## src/logic/adcspi_pkg.sv

```systemverilog
// Package: constants and types of the serial command decoder
package adcspi_pkg;
    localparam logic [7:0] OP_WAKE = 8'h02;
    localparam logic [7:0] OP_STANDBY = 8'h04;
    localparam logic [7:0] OP_RESET = 8'h06;
    localparam logic [7:0] OP_START = 8'h08;
    localparam logic [7:0] OP_STOP = 8'h0A;
    localparam logic [7:0] OP_RDC = 8'h10;
    localparam logic [7:0] OP_SDC = 8'h11;
    localparam logic [7:0] OP_RDATA = 8'h12;
    localparam logic [2:0] OP_REGISTER_READ_CMD = 3'h1;
    localparam logic [2:0] OP_REGISTER_WRITE_CMD = 3'h2;
    localparam int FRAME_BITS = 216;
    localparam int REG_BITS = 8;
    localparam int ADDR_BITS = 5;
    localparam int RESET_CLKS = 18;
    localparam int DECODE_CLKS = 4;
    localparam logic [2:0] BIT_SEVENTH = 3'h6;
    localparam logic [2:0] BIT_EIGHTH = 3'h7;
    localparam logic [7:0] RESET_REG_VAL = 8'h00;

    typedef enum {ADCSPI_CMD, ADCSPI_COUNT, ADCSPI_RDATA, ADCSPI_WDATA} adcspi_phase_t;

    // Register-file write request from the command port
    typedef struct packed {
        logic wrStb;
        logic [ADDR_BITS-1:0] addr;
        logic [REG_BITS-1:0] data;
    } adcspi_regreq_t;

    // Serial pin bundle seen by the device
    typedef struct packed {
        logic csN;
        logic sclk;
        logic din;
    } adcspi_pins_t;
endpackage

```

## src/logic/adcspi_command_decoder.sv

```systemverilog
// Module: serial command decoder with readout sequencing
`timescale 1ns/1ps
module adcspi_command_decoder
    import adcspi_pkg::*;
#(
    parameter int FIFO_DEPTH = 8,
    parameter int NREGS = 32
)(
    input wire logic mclk,
    input wire logic arst_n,
    input wire logic csN,
    input wire logic sclk,
    input wire logic din,
    output logic dout,
    output logic doutOeN,
    input wire logic frameValid,
    output logic frameReady,
    input wire logic [FRAME_BITS-1:0] frameData,
    output logic dataReadyN,
    output logic convRun,
    output logic standby,
    output logic contMode,
    output logic filterRestart,
    output logic busy
);
    localparam int CW = 5;
    localparam int FCW = $clog2(FRAME_BITS + 1);

    typedef struct packed {
        adcspi_pins_t s1;
        adcspi_pins_t s2;
        logic sclkD;
        logic [2:0] bitCnt;
        logic [7:0] shIn;
        logic [FRAME_BITS-1:0] shOut;
        logic [FCW-1:0] outLeft;
        logic dout;
        logic doutOeN;
        adcspi_phase_t phase;
        logic isWrite;
        logic [ADDR_BITS-1:0] addr;
        logic [ADDR_BITS-1:0] left;
        logic [FRAME_BITS-1:0] latest;
        logic haveLatest;
        logic stopPend;
        logic [CW-1:0] busyCnt;
        logic dataReadyN;
        logic convRun;
        logic standby;
        logic contMode;
        logic filterRestart;
        logic rdPend;
        logic busy;
    } adcspi_st_t;

    adcspi_st_t st;
    adcspi_st_t next_st;
    logic [REG_BITS-1:0] regs [NREGS];
    adcspi_regreq_t regReq;
    logic fifoValid;
    logic fifoPop;
    logic [FRAME_BITS-1:0] fifoData;
    logic sclkRise;
    logic sclkFall;
    logic csActive;
    logic [7:0] byteNow;

    // Frame buffer between conversion path and output register
    adcspi_fifo #(.WIDTH(FRAME_BITS), .DEPTH(FIFO_DEPTH)) u_fifo (
        .mclk(mclk),
        .arst_n(arst_n),
        .inValid(frameValid),
        .inReady(frameReady),
        .inData(frameData),
        .outValid(fifoValid),
        .outReady(fifoPop),
        .outData(fifoData)
    );

    assign csActive = !st.s2.csN;
    assign sclkRise = st.s2.sclk && !st.sclkD;
    assign sclkFall = !st.s2.sclk && st.sclkD;
    assign byteNow = {st.shIn[6:0], st.s2.din};
    // Frames wait while a frame or a byte is on the wire, so a load never meets a shift
    assign fifoPop = fifoValid && st.convRun && st.outLeft == '0 && st.bitCnt == '0 && !sclkRise;

    always_comb
    begin
        next_st = st;
        regReq = '0;
        next_st.s1 = '{csN: csN, sclk: sclk, din: din};
        next_st.s2 = st.s1;
        next_st.sclkD = st.s2.sclk;
        next_st.filterRestart = 1'b0;
        if (st.busyCnt != '0)
        begin
            next_st.busyCnt = st.busyCnt - 1'b1;
        end
        // New conversion result: data-ready low, load output in continuous mode
        if (fifoPop)
        begin
            next_st.latest = fifoData;
            next_st.haveLatest = 1'b1;
            next_st.dataReadyN = 1'b0;
            if (st.contMode)
            begin
                next_st.shOut = fifoData;
                next_st.outLeft = FCW'(FRAME_BITS);
            end
            if (st.stopPend)
            begin
                next_st.convRun = 1'b0;
                next_st.stopPend = 1'b0;
            end
        end
        if (!csActive)
        begin
            next_st.bitCnt = '0;
            next_st.phase = ADCSPI_CMD;
            next_st.doutOeN = 1'b1;
            next_st.rdPend = 1'b0;
        end
        else
        begin
            next_st.doutOeN = 1'b0;
            if (sclkRise)
            begin
                next_st.dout = st.shOut[FRAME_BITS-1];
                next_st.shOut = {st.shOut[FRAME_BITS-2:0], 1'b0};
                next_st.dataReadyN = 1'b1;
                if (st.outLeft != '0)
                begin
                    next_st.outLeft = st.outLeft - 1'b1;
                end
            end
            if (sclkFall)
            begin
                next_st.shIn = byteNow;
                next_st.bitCnt = st.bitCnt + 1'b1;
                if (st.phase == ADCSPI_CMD && st.bitCnt == BIT_SEVENTH)
                begin
                    // Seventh edge: bit 0 not yet in, so compare the first seven bits
                    if (!st.standby || byteNow[6:0] == OP_WAKE[7:1])
                    begin
                        case ({byteNow[6:0], 1'b0})
                            OP_WAKE:
                            begin
                                next_st.standby = 1'b0;
                                next_st.busyCnt = CW'(DECODE_CLKS);
                            end
                            OP_STANDBY:
                            begin
                                next_st.standby = 1'b1;
                                next_st.convRun = 1'b0;
                            end
                            OP_RESET:
                            begin
                                next_st.filterRestart = 1'b1;
                                next_st.busyCnt = CW'(RESET_CLKS);
                                next_st.convRun = 1'b0;
                                next_st.stopPend = 1'b0;
                                next_st.contMode = 1'b1;
                            end
                            OP_START:
                            begin
                                if (!st.convRun)
                                begin
                                    next_st.convRun = 1'b1;
                                    next_st.filterRestart = 1'b1;
                                end
                                next_st.stopPend = 1'b0;
                            end
                            OP_STOP:
                            begin
                                next_st.stopPend = st.convRun;
                            end
                            OP_RDATA:
                            begin
                                // Load waits for the eighth edge so the last command bit does not shift it
                                next_st.rdPend = !st.contMode && st.haveLatest;
                            end
                            default:
                            begin
                                next_st.rdPend = 1'b0;
                            end
                        endcase
                    end
                end
                if (st.bitCnt == BIT_EIGHTH)
                begin
                    case (st.phase)
                        ADCSPI_CMD:
                        begin
                            // Eighth edge: register opcodes
                            if (!st.standby && byteNow[7:5] == OP_REGISTER_READ_CMD && !st.contMode)
                            begin
                                next_st.phase = ADCSPI_COUNT;
                                next_st.isWrite = 1'b0;
                                next_st.addr = byteNow[ADDR_BITS-1:0];
                            end
                            else if (!st.standby && byteNow[7:5] == OP_REGISTER_WRITE_CMD)
                            begin
                                next_st.phase = ADCSPI_COUNT;
                                next_st.isWrite = 1'b1;
                                next_st.addr = byteNow[ADDR_BITS-1:0];
                            end
                            else if (!st.standby && byteNow[7:1] == OP_RDC[7:1])
                            begin
                                // Continuous on or off needs bit 0, so it waits for the eighth edge
                                next_st.contMode = !byteNow[0];
                            end
                            if (st.rdPend)
                            begin
                                next_st.shOut = st.latest;
                                next_st.outLeft = FCW'(FRAME_BITS);
                                next_st.rdPend = 1'b0;
                            end
                            // A running reset countdown is longer and must not be cut short
                            if (st.busyCnt < CW'(DECODE_CLKS))
                            begin
                                next_st.busyCnt = CW'(DECODE_CLKS);
                            end
                        end
                        ADCSPI_COUNT:
                        begin
                            next_st.left = byteNow[ADDR_BITS-1:0];
                            next_st.phase = st.isWrite ? ADCSPI_WDATA : ADCSPI_RDATA;
                            if (!st.isWrite)
                            begin
                                next_st.shOut = {regs[st.addr], (FRAME_BITS-REG_BITS)'(0)};
                            end
                        end
                        default:
                        begin
                            if (st.phase == ADCSPI_WDATA)
                            begin
                                regReq = '{wrStb: 1'b1, addr: st.addr, data: byteNow};
                            end
                            next_st.addr = st.addr + 1'b1;
                            next_st.left = st.left - 1'b1;
                            if (st.phase == ADCSPI_RDATA)
                            begin
                                next_st.shOut = {regs[st.addr + 1'b1], (FRAME_BITS-REG_BITS)'(0)};
                            end
                            if (st.left == '0)
                            begin
                                next_st.phase = ADCSPI_CMD;
                            end
                        end
                    endcase
                end
            end
        end
        next_st.busy = next_st.busyCnt != '0;
    end

    always_ff @(posedge mclk or negedge arst_n)
    begin
        if (!arst_n)
        begin
            st <= '0;
            st.s1 <= '{csN: 1'b1, sclk: 1'b0, din: 1'b0};
            st.s2 <= '{csN: 1'b1, sclk: 1'b0, din: 1'b0};
            st.doutOeN <= 1'b1;
            st.dataReadyN <= 1'b1;
            st.contMode <= 1'b1;
            st.phase <= ADCSPI_CMD;
        end
        else
        begin
            st <= next_st;
        end
    end

    // Register store; reset command restores defaults when no busy countdown is running
    always_ff @(posedge mclk)
    begin
        for (int i = 0; i < NREGS; i++)
        begin
            if (next_st.filterRestart && st.busyCnt == '0 && next_st.busyCnt == CW'(RESET_CLKS))
            begin
                regs[i] <= RESET_REG_VAL;
            end
            else if (regReq.wrStb && regReq.addr == ADDR_BITS'(i))
            begin
                regs[i] <= regReq.data;
            end
        end
    end

    assign dout = st.dout;
    assign doutOeN = st.doutOeN;
    assign dataReadyN = st.dataReadyN;
    assign convRun = st.convRun;
    assign standby = st.standby;
    assign contMode = st.contMode;
    assign filterRestart = st.filterRestart;
    assign busy = st.busy;
endmodule // adcspi_command_decoder

```

## src/logic/adcspi_fifo.sv

```systemverilog
// Module: small valid/ready FIFO for conversion frames
`timescale 1ns/1ps
module adcspi_fifo
    import adcspi_pkg::*;
#(
    parameter int WIDTH = 216,
    parameter int DEPTH = 8
)(
    input wire logic mclk,
    input wire logic arst_n,
    input wire logic inValid,
    output logic inReady,
    input wire logic [WIDTH-1:0] inData,
    output logic outValid,
    input wire logic outReady,
    output logic [WIDTH-1:0] outData
);
    localparam int AW = $clog2(DEPTH);
    typedef struct packed {
        logic [AW-1:0] wp;
        logic [AW-1:0] rp;
        logic [AW:0] cnt;
        logic notFull;
    } adcspi_fifo_st_t;
    adcspi_fifo_st_t st;
    adcspi_fifo_st_t next_st;
    logic [WIDTH-1:0] mem [DEPTH];
    logic push;
    logic pop;

    assign inReady = st.notFull;
    assign outValid = st.cnt != '0;
    assign outData = mem[st.rp];
    assign push = inValid && inReady;
    assign pop = outValid && outReady;

    always_comb
    begin
        next_st = st;
        if (push)
        begin
            next_st.wp = (st.wp == AW'(DEPTH-1)) ? '0 : st.wp + 1'b1;
        end
        if (pop)
        begin
            next_st.rp = (st.rp == AW'(DEPTH-1)) ? '0 : st.rp + 1'b1;
        end
        next_st.cnt = st.cnt + (AW+1)'(push) - (AW+1)'(pop);
        next_st.notFull = next_st.cnt != (AW+1)'(DEPTH);
    end

    always_ff @(posedge mclk or negedge arst_n)
    begin
        if (!arst_n)
        begin
            st <= '{wp: '0, rp: '0, cnt: '0, notFull: 1'b1};
        end
        else
        begin
            st <= next_st;
        end
    end

    always_ff @(posedge mclk)
    begin
        if (push)
        begin
            mem[st.wp] <= inData;
        end
    end
endmodule // adcspi_fifo

```

## config.mk

```make
export PLATFORM = sky130hd
export DESIGN_NAME = adcspi_command_decoder
export DESIGN_NICKNAME = d
export VERILOG_FILES = /design/src/logic/adcspi_pkg.sv /design/src/logic/adcspi_command_decoder.sv /design/src/logic/adcspi_fifo.sv
export SDC_FILE = /design/constraint.sdc
export NUM_CORES = 2
export LEC_CHECK = 0
export ABC_AREA = 1
export BUFFER_PORTS_ARGS = -buffer_cell sky130_fd_sc_hd__buf_2
export CAP_MARGIN = 10
export CORE_MARGIN = 3
export CORE_UTILIZATION = 55
export CTS_CLUSTER_SIZE = 40
export DETAILED_ROUTE_END_ITERATION = 8
export PLACE_DENSITY_LB_ADDON = 0.25
export SLEW_MARGIN = 20
export SYNTH_ARGS = -nofsm -noshare
export SYNTH_HDL_FRONTEND = slang
export SYNTH_SLANG_ARGS = --single-unit
export TNS_END_PERCENT = 10
```

## constraint.sdc

```tcl
create_clock -name mclk -period 16.73 [get_ports mclk]
set_clock_uncertainty 0.2 [all_clocks]
set_input_delay 1.673 -clock mclk [delete_from_list [all_inputs] [get_ports mclk]]
set_output_delay 1.673 -clock mclk [all_outputs]
set_load 0.02 [all_outputs]
```

Yosys cells after proc, flatten, opt, wreduce, memory -nomap -nowiden
Memory sizes are Yosys's and may differ from the RTL's.
Cells that the tools add are included.
W data, S select, Z words.
{"block": "totals", "mem_count": 2, "output_inout_bits": 9, "inputBits": 222, "regBits": 528, "mem_bits_rw": 1984}
{"block": "classes", "reduce_logical": 82, "n_eq_ne": 51, "add_sub_neg": 9, "n_mux": 196, "n_lt_le_gt_ge": 1, "bitwise_logic": 35}
{"name": "u_fifo.mem", "words": 8, "word_bits": 216, "rd": 1, "rd_ports_with_merged_regs": 0, "wr": 1, "line_no": "adcspi_fifo.sv:27", "source": "logic [WIDTH-1:0] mem [DEPTH];"}
{"name": "regs", "words": 32, "word_bits": 8, "rd": 2, "rd_ports_with_merged_regs": 0, "wr": 32, "line_no": "adcspi_command_decoder.sv:58", "source": "logic [REG_BITS-1:0] regs [NREGS];"}
{"operator": "$mux W224", "count": 4}
{"operator": "$mux W225", "count": 2}
{"operator": "$mux W216", "count": 2}
{"operator": "$pmux W216 S2", "count": 1}
{"operator": "$mux W8", "count": 34}
{"operator": "$mux W235", "count": 1}
{"operator": "$mux W1", "count": 117}
{"operator": "$mux W43", "count": 2}
{"operator": "$eq A5 B5 Y1 const B", "count": 17}
{"operator": "$mux W38", "count": 2}
{"operator": "$mux W14", "count": 5}
{"operator": "$eq A32 B3 Y1 const B", "count": 2}
{"operator": "$logic_not A32 Y1", "count": 2}
{"operator": "$pmux W32 S2", "count": 1}
{"operator": "$logic_and A1 B1 Y1", "count": 48}
{"operator": "$eq A5 B4 Y1 const B", "count": 8}
{"operator": "$mux W5", "count": 7}
{"operator": "$mux W33", "count": 1}
{"operator": "$eq A32 B1 Y1 const B", "count": 1}
{"operator": "$mux W32", "count": 1}
{"operator": "$or A1 B1 Y1", "count": 32}
{"operator": "$pmux W5 S2", "count": 3}
{"operator": "$eq A5 B3 Y1 const B", "count": 4}
{"operator": "$mux W6", "count": 3}
{"operator": "37 further kinds", "count": 74}

Depth between registers and ports, before layout
{"block": "logic_depth", "ltp_word": 22, "ltp_mapped": 17}

By module
From an unflattened synthesis, not the netlist that was laid out.
{"block": "hier_totals", "hier_cells": 12924, "area_unflattened_um2": 116190.2}
{"module": "adcspi_fifo", "cells_per_inst": 7540, "area_per_inst_um2": 75653.8, "n_inst": 1}
{"module": "adcspi_command_decoder", "cells_per_inst": 5384, "area_per_inst_um2": 40536.4, "n_inst": 1}

Worst setup path before layout
OpenSTA, ideal clock, no wires.
{"block": "synth_timing", "kind": "input -> register", "startpoint": "input port frameValid", "endpoint": "memory u_fifo.mem[0][0], enable pin", "t_arrival_ps": 11005, "n_path_buf": 0, "required_ps": 15734, "setup_ps": 796, "cell_stages": 3, "setup_slack_ps": 4730, "path_cell_list": "nand2_1 > or2_2 > nor2_1"}
{"block": "synth_between", "elab_chain_cells": 3}
{"element": "start: declaration", "line_no": "adcspi_command_decoder.sv:16", "source": "input wire logic frameValid,"}
{"element": "$logic_and A1 B1 Y1", "line_no": "adcspi_fifo.sv:34", "source": "assign push = inValid && inReady;"}
{"element": "$mux W1", "line_no": "adcspi_fifo.sv:66", "source": "if (push)"}
{"element": "$mux W1 (not written as such)", "line_no": "adcspi_fifo.sv:68", "source": "mem[st.wp] <= inData;"}
{"element": "end: declaration", "line_no": "adcspi_fifo.sv:27"}
Every way passes these cells.

==> reports/qor.yml <==
layout_common_cells: "1984 x edfxtp_1, 1776 x nand2_1, 1640 x nor2_1"
routed_wl_mm: 309
antenna_found_initial: 104
syn_nets: 10307
multi_input_comb_area_um2: 30800
grt_setup_unrepaired: "false"
r2r_cells: 14
dp_hpwl_mm: 164
initial_utilization: 0.556
maxCapViolCount: 0
drive_above_1_share: 0.0780
hold_violations: 0
synth.largest_area_cell: "edfxtp_1"
antenna_left: 0
area.sequential_um2: 72000
cp_data_arrival_time_ps: 6340
fmax_mhz: 174
ys_warn_count: 0
area_growth_pct: 10.3
post_cts_buffers: 0
first_iter_violations: 9724
final_cells: 12706
r2r-start: "u_fifo.st[5]$_DFFE_PN0P_"
synth_xor_area_frac: 0.00123
crit_start: "u_fifo.st[5]$_DFFE_PN0P_"
reg2reg_to: "st[428]$_DFF_PN0_"
outcome: "finished, final reports clean"
ir_drop_mv: 0.119
grt_use_total: 0.305
drcViolationCount: 0
std_cell_rows: 160
ys_async_sr_fraction: 0.200
cts_sinks: 2481
ys_types: 42
critPathKind: "reg2reg"
min_period_ps: 5740
vias: 79458
synth_top_area_frac: 0.559
fp.dieW_um: 446
total_power_uw: 14300
synth-seq-area-share: 0.676
synth_top_family_by_area: "simple AND/OR/NAND/NOR gates"
setup_viol: 0
cts_buffers: 241
grt_pass1_vias: 76434
maxSlewHeadroom: 0.199
gp_congestion: 0.901
synthMuxAreaShare: 0
layout_commonest_cell: "edfxtp_1"
clockRootBuffer: "clkbuf_16"
syn_inst: 10066
cp_max_fo: 145
min_path_type: "reg2reg"
cts_buffer_depth: 3
post_drt_wl_per_cell_um: 24.4
final_nets: 10154
synth-main-ff-cell: "edfxtp_1"
ys_ff_latch: 2481
grt_max_degree: 244
worstSetupStartpointType: "flip-flop"
cts_tree: "done"
drv_slew: 0
die_h_um: 446
die_area_um2: 199000
via_per_inst: 6.25
overflow: 0
synth_fa_ha_area_frac: 0.00230
h-tree-depth: 4
synthSimpleGateAreaFrac: 0.149
crit_required_ps: 17330
cts_hold_buf: 0
synth_area_um2: 106000
critPathCapture: "st[428]$_DFF_PN0_"
io_buffers: 230
synth_area_leaders: "edfxtp_1 56%, dfrtp_1 12%, o21ai_0 6.5%, nand2_1 6.3%, nor2_1 5.8%"
critPathCaptureType: "flip-flop"
cts_resized: 0
p_leak_uw: 0.0439
power.density_cell_area_nw_per_um2: 122
synth_edf_count: 1984
dp.cells: 12178
clk_pin_slew_ps: 60
ios: 231
first_pass_iters: 7
worstMarginPinSlew_ps: 1200
syn_area_per_cell_um2: 10.6
fillers: 15017
grt_pass1_wl_mm: 462
core_area_um2: 191000
worstSkewPairLatency_ps: 880
timing.final.crit_share: 0.343
synth-compound-area-share: 0.135
setup_tns_ps: 0
reg2reg_setup_slack_ps: 10990
==> layer usage <==
layer	routed length [um]	global-route usage	up-vias
li1	-	-	35462
met5	222	0	-
met3	29100	0.0542	755
met4	13900	0.155	34
met1	119000	0.402	38958
met2	148000	0.489	4249
==> Yosys cell counts (2+ instances only) <==
cell type and number:
clkinv_1 5, nor3_1 14, a21boi_1 26, edfxtp_1 1984
clkbuf_1 609, buf_2 52, nand3_2 19, nor2_2 6
a22oi_1 149, inv_1 262, xor2_1 11, nand2_1 1786
o21ai_0 1393, ha_1 18, nor2_4 4, nand3_1 495
a21boi_0 2, and3_1 2, o22ai_1 362, or2_2 4
o211ai_1 128, dfstp_2 6, inv_2 13, xnor2_1 4
a31oi_1 326, a21oi_1 158, o21a_1 2, nor4_1 2
nor2_1 1651, dfrtp_1 491, nand4_1 5, buf_1 67
==> state kept, by name (all words and copies together) (netlist names) <==
register	cells
u_fifo.mem	1728
u_fifo.st	10
st	466
next_st	4
dout	1
dataReadyN	1
busy	1
u_fifo.inReady	1
contMode	1
filterRestart	1
byteNow	8
regs	256
doutOeN	1
standby	1
convRun	1
==> kinds of logic after synthesis <==
logic type               after synthesis
AND/OR/NAND/NOR                     3991
AO/OA/AOI/OAI                       2551
flip-flops                          2481
buffers and inverters               1009
adder cells (fa/ha/maj)               19
XOR/XNOR                              15
==> worst min-delay path by stage <==
stage | startpoint | endpoint | depth (start not counted)
after floorplan | next_st[511]$_DFF_PN0_ | byteNow[0]$_DFF_PN0_ | 0
after global placement | next_st[511]$_DFF_PN0_ | byteNow[0]$_DFF_PN0_ | 0
after detailed placement | next_st[511]$_DFF_PN0_ | byteNow[0]$_DFF_PN0_ | 0
after CTS | next_st[513]$_DFF_PN1_ | st[513]$_DFF_PN1_ | 0
after global routing | next_st[513]$_DFF_PN1_ | st[513]$_DFF_PN1_ | 0
final | next_st[513]$_DFF_PN1_ | st[513]$_DFF_PN1_ | 0
==> critical path: stages (launching register included) <==
cell and delay [ps]:
dfrtp_4 820, inv_8 730, buf_4 820, buf_4 860, buf_4 840, o21ai_0 170
o21ai_0 230, nand2_1 100, nand2_1 100, nand2_1 80, nand3_1 140, nand3_1 100
nand2_1 110, nand2_1 50, nand3_1 120
==> metrics by stage <==
step	utilization	instance area (um^2)	hold WS (ps)	setup slack, ps
2_1_floorplan	-	106000	131	4730
3_3_place_gp	0.571	109000	140	10340
3_5_place_dp	0.571	109000	137	10830
4_1_cts	0.613	117000	157	11030
5_1_grt	0.614	117000	158	10610
6_report	0.614	117000	157	10990
==> where the power goes <==
| part | internal, uW | leakage, uW | switching [uW] |
|---|---|---|---|
| logic | 317 | 0.0151 | 976 |
| clock network | 3120 | 0.00391 | 2360 |
| registers | 7380 | 0.0249 | 188 |
==> area by class of cell <==
cell class / count / share of cell area
antenna: 64 / 0.00136
clock buffer: 329 / 0.0565
clock inverter: 132 / 0.0117
inverter: 280 / 0.00939
multi-input combinational: 6576 / 0.262
sequential: 2481 / 0.613
tap: 2511 / 0.0267
timing repair buffer: 333 / 0.0187
Note: power is estimated with default switching activity, not from simulation.
